===== src/dts_consts.svh =====
// Constants for the delay-to-stop timer
`ifndef DTS_CONSTS_SVH
`define DTS_CONSTS_SVH

// Widths
`define DTS_LIMIT_W 15
`define DTS_UNIT_MS_W 14
`define DTS_CYC_W 18
`define DTS_SYNC_W 4

// Clock and millisecond timing
`define DTS_CLK_PERIOD_NS 4
`define DTS_MS_NS 1000000
`define DTS_CYCLES_PER_MS ((`DTS_MS_NS + `DTS_CLK_PERIOD_NS - 1) / `DTS_CLK_PERIOD_NS)

// Milliseconds per time unit
`define DTS_MS_1 14'h0001
`define DTS_MS_10 14'h000A
`define DTS_MS_100 14'h0064
`define DTS_MS_1000 14'h03E8
`define DTS_MS_10000 14'h2710
`define DTS_MS_ONE 14'h0001

// Accumulator and cycle-counter values
`define DTS_ACC_ZERO 15'h0000
`define DTS_ACC_ONE 15'h0001
`define DTS_LIMIT_MIN 15'h0001
`define DTS_CYC_ZERO 18'h00000
`define DTS_CYC_ONE 18'h00001

// Synchroniser lanes
`define DTS_LANE_TRIG 0
`define DTS_LANE_EN 1
`define DTS_LANE_RSTN 2
`define DTS_LANE_FAULT 3
`define DTS_SYNC_IDLE 4'h4

`endif


===== src/dts_pkg.sv =====
// Types for the delay-to-stop timer
package dts_pkg;
  typedef enum logic [2:0] {
    DTS_UNIT_1MS = 3'h0,
    DTS_UNIT_10MS = 3'h1,
    DTS_UNIT_100MS = 3'h2,
    DTS_UNIT_1000MS = 3'h3,
    DTS_UNIT_10000MS = 3'h4
  } dts_unit_t;

  typedef enum logic [1:0] {
    DTS_EN_FOLLOW = 2'h0,
    DTS_EN_ALWAYS = 2'h1,
    DTS_EN_NEVER = 2'h2
  } dts_en_mode_t;

  typedef enum logic [2:0] {
    DTS_IDLE = 3'h1,
    DTS_COUNT = 3'h2,
    DTS_HOLD = 3'h4
  } dts_state_t;
endpackage : dts_pkg


===== src/dts_timer.sv =====
// Delay-to-stop timer block
// Overview of operation
// - Trigger fall starts a timing operation
// - Trigger rise clears accumulator, stops counting
// - Accumulator counts up from zero to limit
// - Time unit is 1, 10, 100, 1000, 10000 ms
// - Count limit accepts 1 through 32767
// - At limit counting stops, output goes off
// - Plain output 0 at limit, else 1
// - Invert option makes output 1 at limit
// - Early trigger rise ends at zero, no off
// - Limit held while trigger stays low
// - Enable by input or always-on/off constant
// - Disabled: timing continues, output frozen
// - Re-enabled output shows current state at once
// - Timer reset is active low, inhibits timer
// - Reset low forces accumulator zero, output on
// - After reset, new trigger fall restarts timing
// - Power-up leaves timer holding the limit
// - Fault freezes output; clearing loads the limit
`timescale 1ns/1ps
`include "dts_consts.svh"
module dts_timer #(
  parameter int CYCLES_PER_MS = `DTS_CYCLES_PER_MS
) (
  input wire logic CLK_IN,
  input wire logic SYS_RST_IN,
  input wire logic TRIGGER_IN,
  input wire logic ENABLE_IN,
  input wire logic TIMER_RST_N_IN,
  input wire logic FAULT_IN,
  input wire dts_pkg::dts_en_mode_t ENABLE_MODE_IN,
  input wire dts_pkg::dts_unit_t UNIT_SEL_IN,
  input wire logic [`DTS_LIMIT_W-1:0] COUNT_LIMIT_IN,
  input wire logic INVERT_IN,
  output logic OUTPUT_OUT,
  output logic [`DTS_LIMIT_W-1:0] ACCUM_OUT,
  output logic AT_LIMIT_OUT,
  output logic COUNTING_OUT
);
  import dts_pkg::*;

  logic [`DTS_SYNC_W-1:0] sync1;
  logic [`DTS_SYNC_W-1:0] sync2;
  logic trig_prev;
  logic fault_prev;
  logic trig_s;
  logic en_s;
  logic rst_n_s;
  logic fault_s;
  logic trig_fall;
  logic trig_rise;
  logic fault_fall;
  logic enabled;
  logic start;
  logic tick;
  logic quiet;
  logic out_q;
  logic at_limit;
  logic [`DTS_UNIT_MS_W-1:0] ms_per_unit;
  logic [`DTS_LIMIT_W-1:0] eff_limit;
  logic [`DTS_LIMIT_W-1:0] accum;
  logic [`DTS_LIMIT_W-1:0] accum_inc;
  logic [`DTS_LIMIT_W-1:0] next_accum;
  dts_state_t state;
  dts_state_t next_state;

  // Two-stage synchronisers for the pin inputs
  always_ff @(posedge CLK_IN) begin
    if (SYS_RST_IN) begin
      sync1 <= `DTS_SYNC_IDLE;
      sync2 <= `DTS_SYNC_IDLE;
    end else begin
      sync1 <= {FAULT_IN, TIMER_RST_N_IN, ENABLE_IN, TRIGGER_IN};
      sync2 <= sync1;
    end
  end

  assign trig_s = sync2[`DTS_LANE_TRIG];
  assign en_s = sync2[`DTS_LANE_EN];
  assign rst_n_s = sync2[`DTS_LANE_RSTN];
  assign fault_s = sync2[`DTS_LANE_FAULT];

  // Previous-cycle copies for edge detection
  always_ff @(posedge CLK_IN) begin
    if (SYS_RST_IN) begin
      trig_prev <= 1'b0;
      fault_prev <= 1'b0;
    end else begin
      trig_prev <= trig_s;
      fault_prev <= fault_s;
    end
  end

  assign trig_fall = trig_prev && !trig_s;
  assign trig_rise = !trig_prev && trig_s;
  assign fault_fall = fault_prev && !fault_s;

  // Accepted start of a timing operation
  assign start = trig_fall && rst_n_s && !fault_s && !fault_fall;
  assign quiet = rst_n_s && !fault_s && !fault_fall && !trig_rise
    && !trig_fall;

  // Time-unit decode
  assign ms_per_unit =
    (UNIT_SEL_IN == DTS_UNIT_10MS) ? `DTS_MS_10 :
    (UNIT_SEL_IN == DTS_UNIT_100MS) ? `DTS_MS_100 :
    (UNIT_SEL_IN == DTS_UNIT_1000MS) ? `DTS_MS_1000 :
    (UNIT_SEL_IN == DTS_UNIT_10000MS) ? `DTS_MS_10000 :
    `DTS_MS_1;

  // Limit of zero is raised to the least legal value
  assign eff_limit = (COUNT_LIMIT_IN < `DTS_LIMIT_MIN) ?
    `DTS_LIMIT_MIN : COUNT_LIMIT_IN;

  // Enable source selection
  assign enabled =
    (ENABLE_MODE_IN == DTS_EN_ALWAYS) ||
    ((ENABLE_MODE_IN == DTS_EN_FOLLOW) && en_s);

  assign accum_inc = accum + `DTS_ACC_ONE;
  assign at_limit = (state == DTS_HOLD);

  dts_prescaler #(
    .CYCLES_PER_MS(CYCLES_PER_MS)
  ) u_prescaler (
    .clk_in(CLK_IN),
    .rst_in(SYS_RST_IN),
    .restart_in(start),
    .run_in(state == DTS_COUNT),
    .ms_per_unit_in(ms_per_unit),
    .tick_out(tick)
  );

  // Timer state machine
  always_comb begin
    next_state = state;
    next_accum = accum;
    if (fault_s) begin
      next_state = state;
      next_accum = accum;
    end else if (fault_fall) begin
      next_state = DTS_HOLD;
      next_accum = eff_limit;
    end else if (!rst_n_s) begin
      next_state = DTS_IDLE;
      next_accum = `DTS_ACC_ZERO;
    end else if (trig_rise) begin
      next_state = DTS_IDLE;
      next_accum = `DTS_ACC_ZERO;
    end else if (trig_fall) begin
      next_state = DTS_COUNT;
      next_accum = `DTS_ACC_ZERO;
    end else begin
      unique case (state)
        DTS_IDLE: begin
          next_state = DTS_IDLE;
        end
        DTS_COUNT: begin
          if (tick) begin
            next_accum = accum_inc;
            if (accum_inc >= eff_limit) begin
              next_state = DTS_HOLD;
            end
          end
        end
        DTS_HOLD: begin
          next_state = DTS_HOLD;
        end
        default: begin
          next_state = DTS_HOLD;
          next_accum = eff_limit;
        end
      endcase
    end
  end

  // Power-up leaves the timer at its limit
  always_ff @(posedge CLK_IN) begin
    if (SYS_RST_IN) begin
      state <= DTS_HOLD;
      accum <= eff_limit;
    end else begin
      state <= next_state;
      accum <= next_accum;
    end
  end

  // Output register, frozen while disabled or in fault
  always_ff @(posedge CLK_IN) begin
    if (SYS_RST_IN) begin
      out_q <= INVERT_IN;
    end else if (enabled && !fault_s) begin
      out_q <= !at_limit ^ INVERT_IN;
    end
  end

  assign OUTPUT_OUT = out_q;
  assign ACCUM_OUT = accum;
  assign AT_LIMIT_OUT = at_limit;
  assign COUNTING_OUT = (state == DTS_COUNT);
endmodule : dts_timer


===== src/dts_prescaler.sv =====
// Time-unit tick generator for the delay-to-stop timer
`timescale 1ns/1ps
`include "dts_consts.svh"
module dts_prescaler #(
  parameter int CYCLES_PER_MS = `DTS_CYCLES_PER_MS
) (
  input wire logic clk_in,
  input wire logic rst_in,
  input wire logic restart_in,
  input wire logic run_in,
  input wire logic [`DTS_UNIT_MS_W-1:0] ms_per_unit_in,
  output logic tick_out
);
  localparam logic [`DTS_CYC_W-1:0] CYC_LAST =
    `DTS_CYC_W'(CYCLES_PER_MS - 1);

  logic [`DTS_CYC_W-1:0] cyc_cnt;
  logic [`DTS_UNIT_MS_W-1:0] ms_cnt;
  logic ms_tick;
  logic unit_last;
  logic [`DTS_UNIT_MS_W-1:0] ms_last;

  assign ms_last = ms_per_unit_in - `DTS_MS_ONE;
  assign ms_tick = (cyc_cnt == CYC_LAST);
  assign unit_last = (ms_cnt >= ms_last);

  // Cycle and millisecond counters, restarted at each timing start
  always_ff @(posedge clk_in) begin
    if (rst_in || restart_in || !run_in) begin
      cyc_cnt <= `DTS_CYC_ZERO;
      ms_cnt <= '0;
      tick_out <= 1'b0;
    end else begin
      cyc_cnt <= ms_tick ? `DTS_CYC_ZERO : cyc_cnt + `DTS_CYC_ONE;
      tick_out <= ms_tick && unit_last;
      if (ms_tick) begin
        ms_cnt <= unit_last ? '0 : ms_cnt + `DTS_MS_ONE;
      end
    end
  end
endmodule : dts_prescaler


===== config.mk =====
export PLATFORM = sky130hd
export DESIGN_NAME = dts_timer
export DESIGN_NICKNAME = d
export VERILOG_FILES = /design/src/dts_pkg.sv /design/src/dts_timer.sv /design/src/dts_prescaler.sv
export VERILOG_INCLUDE_DIRS = /design/src
export SDC_FILE = /design/constraint.sdc
export NUM_CORES = 1
export LEC_CHECK = 0
export ABC_AREA = 1
export BUFFER_PORTS_ARGS = -buffer_cell sky130_fd_sc_hd__buf_2
export CORE_AREA = 2 2 90 92
export DETAILED_ROUTE_END_ITERATION = 10
export DIE_AREA = 0 0 92 94
export PLACE_DENSITY_LB_ADDON = 0.3
export SLEW_MARGIN = 20
export SYNTH_ARGS = -nofsm -noshare
export SYNTH_HDL_FRONTEND = slang
export SYNTH_SLANG_ARGS = --single-unit

===== constraint.sdc =====
create_clock -name CLK_IN -period 7.1 [get_ports CLK_IN]
set_input_delay 0.71 -clock CLK_IN [delete_from_list [all_inputs] [get_ports CLK_IN]]
set_output_delay 0.71 -clock CLK_IN [all_outputs]
set_load 0.02 [all_outputs]

======== Word level (Yosys, flattened, before mapping) ========
Cells that the tools add are included.
word-level totals
  flip-flop bits (word level) ............. 62
  latch bits .............................. 0
  bits in writable memories ............... 0
  ROM bits ................................ 0
  bits of input ports ..................... 27
  output and inout bits ................... 18
  logic and storage cells ................. 80
  memories kept ........................... 0
operators by class
  $add $sub $neg .......................... 4
  multipliers ............................. 0
  divide/modulo/power cells ............... 0
  magnitude comparators ................... 3
  eq/ne operators ......................... 14
  shift-type cells ........................ 0
  mux-type cells .......................... 23
  bitwise operators ....................... 2
  reductions and logical operators ........ 24
operators by type and width
  operator                                                                       count
  15-bit two-way mux                                                             8
  14-bit two-way mux                                                             5
  15-bit one-hot mux with 2 select lines                                         1
  18-bit by 1-bit adder with 18-bit output, second input constant                1
  18-bit == test, second input constant                                          1
  3-bit two-way mux                                                              6
  15-bit by 1-bit adder with 15-bit output, second input constant                1
  15-bit greater-or-equal comparator                                             1
  15-bit by 1-bit less-than comparator with 1-bit output, second input constant  1
  14-bit by 1-bit adder with 14-bit output, second input constant                1
  14-bit greater-or-equal comparator                                             1
  14-bit by 1-bit subtractor with 14-bit output, second input constant           1
  6-bit inequality test, second input constant                                   2
  3-bit by 2-bit == test with 1-bit output, second input constant                3
  1-bit logical AND                                                              9
  7-bit inequality test, second input constant                                   1
  3-bit by 1-bit == test with 1-bit output, second input constant                2
  3-bit == test, second input constant                                           2
  1-bit zero test                                                                6
  6-bit by 3-bit inequality test with 1-bit output, second input constant        1
  3-bit one-hot mux with 2 select lines                                          1
  3-bit AND reduction                                                            2
  2-bit OR reduction                                                             2
  1-bit logical OR                                                               3
  7 further kinds                                                                8

======== Depth between registers and ports, before layout ========
Gate-level depths: netlist (run 1).
  word-level depth ........................ 10
  mapped depth ............................ 20
  depth with buffers taken out ............ 20

======== By module ========
Synthesis (run 1) repeated with hierarchy kept, for this count alone.
second synthesis, totals
  cell total of the unflattened synthesis .. 652
  area, all modules ....................... 4510.6 um^2
by module, submodules not included
  module         instances  cells each  area an instance (um^2)  sequential area each (um^2)
  dts_prescaler  1          368         2409.8                   660.6
  dts_timer      1          284         2100.8                   740.7

======== Worst setup path before layout (run 1) ========
Ideal clock, no wire load.
  path type ............................... flip-flop to flip-flop
  start ................................... register accum[0], in the netlist ACCUM_OUT[0]
  end ..................................... register state[0]
  library setup time ...................... 113 ps
  arrival time ............................ 2481 ps
  path slack .............................. 4506 ps
  cell stages (with the launch flop) ...... 18
  buffers on the path ..................... 0
  clock period less this slack ............ 2594 ps
  cells stage by stage .................... edfxtp_1 ha_1 nand2_1 inv_1 nand4_1 nor2_1 nand3_1 xor2_1 ha_1 nand2_1 nor2_1 nand2_1 nor2_1 nor2_1 nand4_1 nand2_1 nor2_1 nor2_1
between the ends
  cells in the longest elaborated chain, start to end .. 4
RTL lines
  what                                                line              source
  start: declaration                                  dts_timer.sv:62   logic [`DTS_LIMIT_W-1:0] accum;
  start signal: assignment                            dts_timer.sv:182  accum <= eff_limit;
  start signal: assignment                            dts_timer.sv:185  accum <= next_accum;
  15-bit by 1-bit adder with 15-bit output (no line)  --
  15-bit greater-or-equal comparator                  dts_timer.sv:162  if (accum_inc >= eff_limit) begin
  6-bit inequality test (no line)                     --
  3-bit AND reduction (no line)                       --
  end signal: assignment                              dts_timer.sv:184  state <= next_state;
  end: declaration                                    dts_timer.sv:65   dts_state_t state;
No other way between the ends.
A chain may end at the register's enable or synchronous reset.

======== Final worst setup path (run 1) ========
Same ends and word-level chain as after synthesis.

==> flow_metrics.py, run 1 <==
metrics = {
    "setup_path": {
        "r2r_setup_slack_ps": 4260,
        "worstPathArrival_ps": 3100,
        "critical_path_class": "reg2reg",
        "reg2regPathDepth": 18,
        "crit_fanout": 5,
        "r2r_end": "state[0]$_SDFFE_PP0P_",
        "cp.required_ps": 7350,
        "regToRegStartpoint": "ACCUM_OUT[0]$_DFFE_PP_",
        "end_kind": "register",
        "startpoint_type": "register",
    },
    "floorplanning": {
        "die-height_um": 94,
        "die_w_um": 92,
        "start_util_pct": 54.2,
        "ios": 45,
        "die_area_um2": 8650,
        "coreArea_um2": 7610,
        "std_cell_rows": 32,
    },
    "clock_network": {
        "cts_resized": 0,
        "clock-sinks": 62,
        "clk_pin_slew_ps": 70,
        "cts_htree_levels": 3,
        "cts_tree": "built",
        "postCtsSetupBuffers": 0,
        "root_buffer": "clkbuf_8",
        "worstSkewPairLatency_ps": 330,
        "numCtsBuffers": 9,
        "clock_tree.buffer_depth": 2,
        "cts_hold_repair.buffers": 0,
    },
    "synth": {
        "syn_area_per_cell_um2": 6.92,
        "async_reset_ff_share_pct": 0,
        "ys_seq_area_share_pct": 34.0,
        "synth-edff-count": 16,
        "netlist_area_um2": 4120,
        "ys_ff_latch": 62,
        "syn_inst": 595,
        "synth.distinct_cells": 39,
        "yosys_warnings": 0,
        "synthFlopType": "dfxtp_1",
    },
    "sta": {
        "finalCritPeriodShare_pct": 40.0,
        "drv_slew": 0,
        "hold_violations": 0,
        "skew_ps": 13.8,
        "rsz0062_at_grt": "no",
        "setup_violations": 0,
        "hold_slack_ps": 389,
        "fin_setup_tns_ps": 0,
        "finalCriticalPeriod_ps": 2840,
        "fmax_ghz": 0.352,
    },
    "final_layout": {
        "fin_cells": 755,
        "final_layout_size_suffix_gt1_share_pct": 12.3,
        "antenna_cells": 0,
        "nFillCells": 727,
        "design_area_um2": 4670,
        "multi_input_area_um2": 2270,
        "syn_to_final_growth_pct": 13.3,
        "nets": 711,
        "seq_area_um2": 1400,
    },
    "route": {
        "first_pass_iters": 5,
        "ant_nets": 0,
        "drt-initial-drc-count": 275,
        "vias": 3934,
        "wl_um": 9350,
        "wl_per_cell_um": 12.4,
        "drc_errors": 0,
        "vias_per_cell": 5.21,
    },
    "placed_design": {
        "portBuffers": 44,
        "dp_hpwl_um": 7460,
        "globalplace.congestion": 0.854,
        "place_inst": 740,
        "dpl-instance-area_um2": 4460,
    },
    "global_routing": {
        "grt_max_degree": 20,
        "antenna_found_initial": 0,
        "grt_overflow": 0,
        "grt_usage_pct": 23.0,
        "grt_pass1_vias": 3909,
        "grt_pass1_wl_um": 16200,
    },
    "outcome": {
        "status": "finished, final reports clean",
    },
    "min_path": {
        "hold-path-endpoint": "sync2[1]$_SDFF_PP0_",
        "hold_class": "reg2reg",
        "worstHoldPathCells": 2,
        "hp-start": "sync1[1]$_SDFF_PP0_",
    },
    "pwr": {
        "pwr_density_cell_nw_per_um2": 184,
        "ir_drop_mv": 0.102,
        "p_leak_uw": 0.00218,
        "p_total_uw": 860,
    },
    "flow_run": {
        "cap_violations": 0,
    },
}
==> kinds of logic after synthesis <==
| family | after synthesis | share of synthesized area [%] |
|---|---|---|
| adders and majority gates | 35 | 10.6 |
| other | 1 | 0.0910 |
| DFF | 62 | 34.0 |
| AOI/OAI and AO/OA | 66 | 9.05 |
| buffers and inverters | 120 | 11.0 |
| xor gates and xnor gates | 15 | 3.19 |
| and+or+nand+nor | 296 | 32.0 |
==> area by class of cell <==
| type | instances | area share, % |
|---|---|---|
| multi-input cells | 415 | 48.7 |
| flip-flops and latches | 62 | 30.0 |
| inverters | 116 | 9.33 |
| repair buffers | 45 | 4.88 |
| clock buffers | 14 | 3.70 |
| well taps | 102 | 2.73 |
| clock inverters | 1 | 0.643 |
==> state kept, by name, summed over array words and instances, names as in the netlist <==
name and cells:
ACCUM_OUT 15, OUTPUT_OUT 1, fault_prev 1, state 3
sync1 4, sync2 4, trig_prev 1, u_prescaler.cyc_cnt 18
u_prescaler.ms_cnt 14, u_prescaler.tick_out 1
==> critical path, stage by stage, from the launching register on <==
cell and delay [ps]:
edfxtp_1 420, ha_1 190, nand2_1 70, inv_1 90, nand4_1 130, nor2_1 290, nand3_1 130, xor2_1 180
ha_1 320, nand2_1 70, nor2_1 140, nand2_1 90, nor2_1 100, nor2_1 50, nand4_1 140, nand2_1 120
nand2_1 80, nand2_1 40, nor2_1 100
==> how the worst max path moves through the flow <==
stage,from,to,slack (ps),cells past startpoint
after floorplan,ACCUM_OUT[0]$_DFFE_PP_,state[0]$_SDFFE_PP0P_,4510,17
after global placement,UNIT_SEL_IN[1],u_prescaler.ms_cnt[11]$_SDFFE_PP0P_,4300,13
after detailed placement,UNIT_SEL_IN[1],u_prescaler.ms_cnt[13]$_SDFFE_PP0P_,4200,13
after CTS,ACCUM_OUT[0]$_DFFE_PP_,state[0]$_SDFFE_PP0P_,4270,18
after global routing,ACCUM_OUT[0]$_DFFE_PP_,state[0]$_SDFFE_PP0P_,3910,18
final,ACCUM_OUT[0]$_DFFE_PP_,state[0]$_SDFFE_PP0P_,4260,18
==> through the flow <==
step	utilization, %	setup slack [ps]
floorplan	-	4510
finish	61.3	4260
CTS	61.3	4270
global placement	58.7	4300
detailed placement	58.7	4200
global route	61.3	3910
==> per-layer routing <==
layer | global-route usage (%) | wire (µm)
met2 | 44.1 | 4690
met5 | 0 | 0
met4 | 9.45 | 238
met1 | 24.8 | 3890
met3 | 3.93 | 531
==> synthesized netlist by cell type (all sizes together), types with 2 or more instances <==
cell type | number | area share [%]
edfxtp | 16 | 12
xor2 | 11 | 2.3
inv | 116 | 11
nor3b | 2 | 0.36
a21oi | 28 | 3.5
xnor2 | 4 | 0.85
ha | 35 | 11
o21bai | 3 | 0.55
o21ai | 18 | 2.3
a31oi | 3 | 0.46
nor3 | 17 | 2.6
o21a | 2 | 0.36
buf | 3 | 0.36
nor4 | 2 | 0.30
nand3 | 36 | 4.6
nand4 | 18 | 2.7
dfxtp | 46 | 22
or2 | 6 | 0.91
nand3b | 2 | 0.36
o22ai | 9 | 1.4
nand2 | 129 | 12
nor2 | 83 | 8.1
==> placed cells by master (no fill, tap or decap), types with 2 or more instances in the layout <==
cell	count
nor2_1	76
a31oi_1	3
o21ai_0	16
o21bai_1	3
nor3_2	2
xnor2_1	4
clkbuf_1	2
o21a_1	2
inv_1	115
edfxtp_1	16
o22ai_1	9
xor2_1	11
a21oi_1	27
nor3_1	14
ha_1	35
nor3b_1	2
nand2_2	2
dfxtp_1	46
nor4_1	2
nand3_1	34
nor2_2	6
or2_2	5
conb_1	3
nand4_1	18
buf_2	44
nand3_2	2
clkbuf_8	12
nand2_1	127
nand3b_1	2
==> report_power, final <==
| part | total (µW) | internal, µW | switching (µW) |
|---|---|---|---|
| registers | 394 | 382 | 12.5 |
| logic | 147 | 52.9 | 94.1 |
| clock network | 319 | 190 | 129 |
Note: power is estimated with default switching activity, not from simulation.
==> inputs of run 2 (changes only) <==
--- a/config.mk
+++ b/config.mk
@@ -8,9 +8,9 @@
 export LEC_CHECK = 0
 export ABC_AREA = 1
 export BUFFER_PORTS_ARGS = -buffer_cell sky130_fd_sc_hd__buf_2
-export CORE_AREA = 2 2 90 92
+export CORE_AREA = 2 2 91 93
 export DETAILED_ROUTE_END_ITERATION = 10
-export DIE_AREA = 0 0 92 94
+export DIE_AREA = 0 0 93 95
 export PLACE_DENSITY_LB_ADDON = 0.3
 export SLEW_MARGIN = 20
 export SYNTH_ARGS = -nofsm -noshare
==> constraint.sdc (replaced) <==
create_clock -name CLK_IN -period 2.4 [get_ports CLK_IN]
set_input_delay 0.24 -clock CLK_IN [delete_from_list [all_inputs] [get_ports CLK_IN]]
set_output_delay 0.24 -clock CLK_IN [all_outputs]
set_load 0.02 [all_outputs]
==> run 2 against run 1 <==
Against the previous run: the flow now finishes with violations (setup timing); sequential power rose to 2.9 times the previous value; register-to-register slack worse by 4400 ps; non-clock buffer count rose by 21; global-route usage decreased by 0.084 points; critical endpoint unchanged; design area is 6.1% higher.
==> flow_metrics.py, run 2 (synthesis results as in run 1) <==
metrics = {
    "outcome": {
        "status": "finished, violations left",
        "violations": "setup timing",
    },
    "final_layout": {
        "final_common_cell": "nand2_1",
        "seq_area_um2": 1400,
        "layout_common_cells": "nand2_1, inv_1, nor2_1",
        "multi_input_area_um2": 2420,
        "final_layout_size_suffix_gt1_share_pct": 19.3,
        "antenna_cells": 0,
        "design_area_um2": 4950,
        "syn_to_final_growth_pct": 20.2,
        "nets": 732,
        "nFillCells": 727,
        "largest_register_ffs": 18,
        "regMostFlops": "u_prescaler.cyc_cnt",
        "fin_cells": 780,
    },
    "route": {
        "ant_nets": 0,
        "wl_um": 9690,
        "first_pass_iters": 5,
        "drt-initial-drc-count": 196,
        "vias": 4026,
        "drc_errors": 0,
        "wl_per_cell_um": 12.4,
        "vias_per_cell": 5.16,
    },
    "setup_path": {
        "r2r_end": "state[0]$_SDFFE_PP0P_",
        "worstPathArrival_ps": 2740,
        "startpoint_type": "register",
        "critical_path_class": "reg2reg",
        "crit_fanout": 5,
        "end_kind": "register",
        "reg2regPathDepth": 17,
        "r2r_setup_slack_ps": -90,
        "regToRegStartpoint": "ACCUM_OUT[0]$_DFFE_PP_",
        "timing.critical_path.to": "state[0]$_SDFFE_PP0P_",
        "cp.required_ps": 2650,
        "critPathLaunch": "ACCUM_OUT[0]$_DFFE_PP_",
    },
    "global_routing": {
        "met2_usage_pct": 41.8,
        "grt_usage_pct": 22.9,
        "use_met1_pct": 25.4,
        "grt_busiest_layer": "met2",
        "grt_overflow": 0,
        "grt_pass1_vias": 3808,
        "grt_max_degree": 20,
        "grt_pass1_wl_um": 16100,
        "grt_use_met3_pct": 3.51,
        "antenna_found_initial": 0,
    },
    "sta": {
        "rsz0062_at_grt": "yes",
        "layout_setup_ws_ps": -93.7,
        "finalCritPeriodShare_pct": 104,
        "skew_ps": 13.5,
        "setup_violations": 3,
        "hold_violations": 0,
        "fmax_ghz": 0.401,
        "finalCriticalPeriod_ps": 2490,
        "drv_slew": 0,
    },
    "placed_design": {
        "portBuffers": 44,
        "dp_hpwl_um": 7390,
        "place_inst": 758,
        "dpl-instance-area_um2": 4580,
        "dp_slack_ps": -123,
        "globalplace.congestion": 0.922,
    },
    "min_path": {
        "hp-start": "TIMER_RST_N_IN",
        "hold_class": "in2reg",
    },
    "clock_network": {
        "cts_hold_repair.buffers": 0,
        "cts_tree": "built",
        "clock-sinks": 62,
        "clock_tree.buffer_depth": 2,
        "worstSkewPairLatency_ps": 350,
        "root_buffer": "clkbuf_8",
        "cts_htree_levels": 3,
        "numCtsBuffers": 9,
        "clk_pin_slew_ps": 70,
    },
    "floorplanning": {
        "ios": 45,
        "std_cell_rows": 33,
        "die_area_um2": 8840,
        "coreArea_um2": 7930,
        "start_util_pct": 52.0,
        "die_w_um": 93,
        "die-height_um": 95,
    },
    "pwr": {
        "ir_drop_mv": 0.280,
        "p_leak_uw": 0.00228,
        "pwr_density_cell_nw_per_um2": 517,
        "p_total_uw": 2560,
    },
    "flow_run": {
        "cap_violations": 0,
    },
}
==> run 2: cell count changes in the layout (fill, tap and decap cells not counted), sizes merged <==
cell    change
clkbuf      +1
bufinv      -1
buf        +21
clkinv      +1
==> run 2: critical path, cell delays in order (launching register included) <==
cell and delay [ps]:
edfxtp_1 360, ha_2 190, nand2_2 60, inv_2 60, nand4_1 140, nor2_4 220, nand3_2 110, xor2_2 180
ha_4 300, nand2_4 60, nor2_4 90, nand2_2 60, nor2_1 90, nand2_1 60, nand4_1 150, nand2_1 110
nor2_1 110, nor2_1 50
==> run 2: timing repair <==
action,CTS,global route
setup endpoints to repair,3,3
setup buffers,1,5
pin swaps,4,21
endpoints found under the hold margin,0,0
gates resized for setup,7,26
==> run 2: per-stage QoR <==
step	util [%]	hold slack (ps)	TNS (ps)
after floorplan	-	344	-384
after global placement	57.8	389	-67.0
after detailed placement	57.8	396	-348
after CTS	60.4	88.8	-200
after global routing	62.5	98.5	-801
final	62.5	100	-214
==> run 2: power breakdown <==
group	internal [µW]	switching [µW]	leakage, µW
clock	459	390	0.0000937
combinational	217	330	0.00165
sequential	1130	32.2	0.000538
total	1810	753	0.00228
==> run 2: routing by layer <==
| layer | routed length, µm | vias to the layer above |
|---|---|---|
| met4 | 326 | 0 |
| met1 | 4010 | 1824 |
| met3 | 499 | 29 |
| met5 | 0 | - |
| li1 | - | 2059 |
| met2 | 4850 | 114 |
==> run 2: final cells by class <==
| class | count | share of cell area [%] |
|---|---|---|
| flip-flops and latches | 62 | 28.3 |
| inverters | 116 | 8.79 |
| clock buffers | 15 | 3.56 |
| well taps | 105 | 2.65 |
| repair buffers | 66 | 7.78 |
| clock inverters | 1 | 0.101 |
| multi-input cells | 415 | 48.8 |
==> run 2: how the worst min path moves through the flow <==
stage,to,slack (ps),depth (start not counted)
4_1_cts,sync1[2]$_SDFF_PP1_,90,2
2_1_floorplan,sync1[2]$_SDFF_PP1_,340,1
5_1_grt,sync1[2]$_SDFF_PP1_,100,2
3_3_place_gp,sync2[1]$_SDFF_PP0_,390,2
3_5_place_dp,sync2[1]$_SDFF_PP0_,400,2
6_report,sync1[2]$_SDFF_PP1_,100,2
==> inputs of run 3 (changes only) <==
--- a/config.mk
+++ b/config.mk
@@ -6,13 +6,13 @@
 export SDC_FILE = /design/constraint.sdc
 export NUM_CORES = 1
 export LEC_CHECK = 0
-export ABC_AREA = 1
 export BUFFER_PORTS_ARGS = -buffer_cell sky130_fd_sc_hd__buf_2
-export CORE_AREA = 2 2 91 93
+export CORE_AREA = 2 2 90 92
 export DETAILED_ROUTE_END_ITERATION = 10
-export DIE_AREA = 0 0 93 95
+export DIE_AREA = 0 0 92 94
 export PLACE_DENSITY_LB_ADDON = 0.3
 export SLEW_MARGIN = 20
 export SYNTH_ARGS = -nofsm -noshare
 export SYNTH_HDL_FRONTEND = slang
+export SYNTH_HIERARCHICAL = 1
 export SYNTH_SLANG_ARGS = --single-unit
==> run 3 against run 2 <==
Against the previous run: the flow still finishes with violations (setup timing); sequential share of layout area down 2.0 points; setup slack worse by 80 ps; non-clock buffer count up 32; design area up 7.5%; wire length down 1.0%; sequential power about the same; worst hold slack worse by 14 ps; highest routed layer unchanged.
==> flow_metrics.py, run 3 <==
metrics = {
    "outcome": {
        "status": "finished, violations left",
        "violations": "setup timing",
    },
    "synth": {
        "yosys_warnings": 6,
        "ys_ff_latch": 62,
        "synthTopCellsByCount": "dfxtp_1, nor2_1, ha_1, xnor2_1, inv_1",
        "async_reset_ff_share_pct": 0,
        "ys_seq_area_share_pct": 34.3,
        "syn_area_per_cell_um2": 9.23,
        "yosys.area.top_type_share_pct": 22.6,
        "synth.distinct_cells": 61,
        "synthFlopType": "dfxtp_1",
        "ys_top_cells_by_area": "dfxtp_1, edfxtp_1, ha_1",
        "synth_top_area_cell": "dfxtp_1",
        "synth-edff-count": 16,
        "netlist_area_um2": 4080,
        "syn_inst": 442,
    },
    "placed_design": {
        "portBuffers": 44,
        "dp_hpwl_um": 6930,
        "globalplace.congestion": 0.813,
    },
    "sta": {
        "finalCritPeriodShare_pct": 107,
        "skew_ps": 11.1,
        "rsz0062_at_grt": "yes",
        "setup_violations": 17,
        "finalCriticalPeriod_ps": 2570,
        "max_slew_margin_pct": 62.9,
        "tightest_slew_ps": 556,
        "fin_setup_tns_ps": -2280,
        "hold_violations": 0,
        "layout_setup_ws_ps": -174,
        "drv_slew": 0,
        "fmax_ghz": 0.388,
    },
    "setup_path": {
        "crit_chain": "buf_6 -> nor2b_4 -> buf_6 -> nor2b_4 -> nor3_2 -> nor3b_4 -> buf_4 -> xnor2_1 -> ha_1 -> nand4_1 -> a21oi_1 -> o311ai_2 -> nand4b_1 -> buf_6 -> a22oi_2",
        "crit_fanout": 7,
        "startpoint_type": "input port",
        "cpMostUsedCell": "buf_6",
        "end_kind": "register",
        "slowest_stage": "o311ai_2",
        "cp_num_buf_inv": 4,
        "crit_family": "simple AND/OR/NAND/NOR gates",
        "worstPathArrival_ps": 2840,
        "critical_path_class": "in2reg",
        "cp.required_ps": 2660,
        "slowest_delay_ps": 340,
    },
    "global_routing": {
        "grt_pass1_vias": 3711,
        "grt_pass1_wl_um": 16500,
        "grt_max_degree": 18,
        "antenna_found_initial": 0,
        "grt_overflow": 0,
        "grt_usage_pct": 23.6,
    },
    "route": {
        "first_pass_iters": 4,
        "wl_per_cell_um": 14.7,
        "wl_um": 9590,
        "drt-initial-drc-count": 218,
        "drc_errors": 0,
        "vias_per_cell": 5.52,
        "vias": 3601,
        "ant_nets": 0,
    },
    "pwr": {
        "ir_drop_mv": 0.390,
        "pwr_density_cell_nw_per_um2": 539,
        "p_leak_uw": 0.00207,
    },
    "clock_network": {
        "numCtsBuffers": 9,
        "clock_tree.buffer_depth": 2,
        "cts_hold_repair.buffers": 0,
        "clk_pin_slew_ps": 70,
        "cts_tree": "built",
        "root_buffer": "clkbuf_8",
        "cts_htree_levels": 3,
        "clock-sinks": 62,
        "worstSkewPairLatency_ps": 340,
    },
    "floorplanning": {
        "die_w_um": 92,
        "coreArea_um2": 7610,
        "die-height_um": 94,
        "std_cell_rows": 32,
        "ios": 45,
        "start_util_pct": 53.6,
        "die_area_um2": 8650,
    },
    "min_path": {
        "hold_class": "in2reg",
    },
    "final_layout": {
        "fin_util_pct": 70.0,
        "layout_common_cells": "buf_4, dfxtp_1, buf_2",
        "regMostFlops": "u_prescaler/cyc_cnt",
        "nets": 608,
        "final_layout_size_suffix_gt1_share_pct": 33.8,
        "syn_to_final_growth_pct": 30.4,
        "largest_register_ffs": 18,
        "final_common_cell": "buf_4",
        "antenna_cells": 0,
    },
    "flow_run": {
        "cap_violations": 0,
    },
}
## run 3: power breakdown
| group | internal [µW] | leakage [µW] | switching, µW |
|---|---|---|---|
| Clock | 647 | 0.000112 | 423 |
| Sequential | 1120 | 0.000537 | 32.7 |
| Combinational | 302 | 0.00143 | 342 |
| Total | 2070 | 0.00207 | 798 |
## run 3: path summary, 6_finish.rpt
path	slack, ps	depth (start not counted)	from	endpoint
worst max-delay path	-170	15	UNIT_SEL_IN[1]	u_prescaler/ms_cnt[13]$_SDFFE_PP0P_
worst max register to register	-160	11	ACCUM_OUT[4]$_DFFE_PP_	state[1]$_SDFFE_PP0P_
worst min register to register	400	1	sync1[2]$_SDFF_PP1_	sync2[2]$_SDFF_PP1_
worst min-delay path	90	2	TIMER_RST_N_IN	sync1[2]$_SDFF_PP1_
## run 3: logic make-up after synthesis
family | synth area share (%)
simple gates | 26.5
compound gates | 11.6
other cells | 0.0919
buf+inv | 4.11
fa+ha+maj | 11.0
flops | 34.3
mux | 0.736
xor+xnor | 11.6
## run 3: cell type report
cell class              count  area, µm²
flip-flops and latches     62       1400
fillers                   576       2290
well taps                 102        128
multi-input cells         344       2800
inverters                  30        113
clock buffers              11        153
clock inverters             5       80.1
repair buffers             98        646
## run 3: repair_timing
item / in CTS / in global routing
endpoints found under the setup margin: 18 / 18
buffers inserted: 8 / 4
cloned: 1 / 0
pin swaps: 37 / 4
gates resized for setup: 34 / 2
## run 3: metal layers
metal / part of all wire (%) / GRT usage [%] / up-vias
met3: 3.1 / 4.90 / 21
met4: 2.4 / 8.96 / 0
met5: 0 / 0 / -
met2: 51 / 43.6 / 66
li1: - / - / 1803
met1: 43 / 26.7 / 1711
## run 3: stage by stage
stage	cells	cell area (µm²)	power (µW)	hold slack (ps)	setup slack, ps
final	652	5320	2870	86.7	-174
after global routing	652	5320	3010	67.8	-363
after CTS	648	5280	2870	70.5	-150
after detailed placement	623	4840	1770	399	-586
after global placement	623	4840	1740	396	-467
after floorplan	446	4250	1550	312	-212
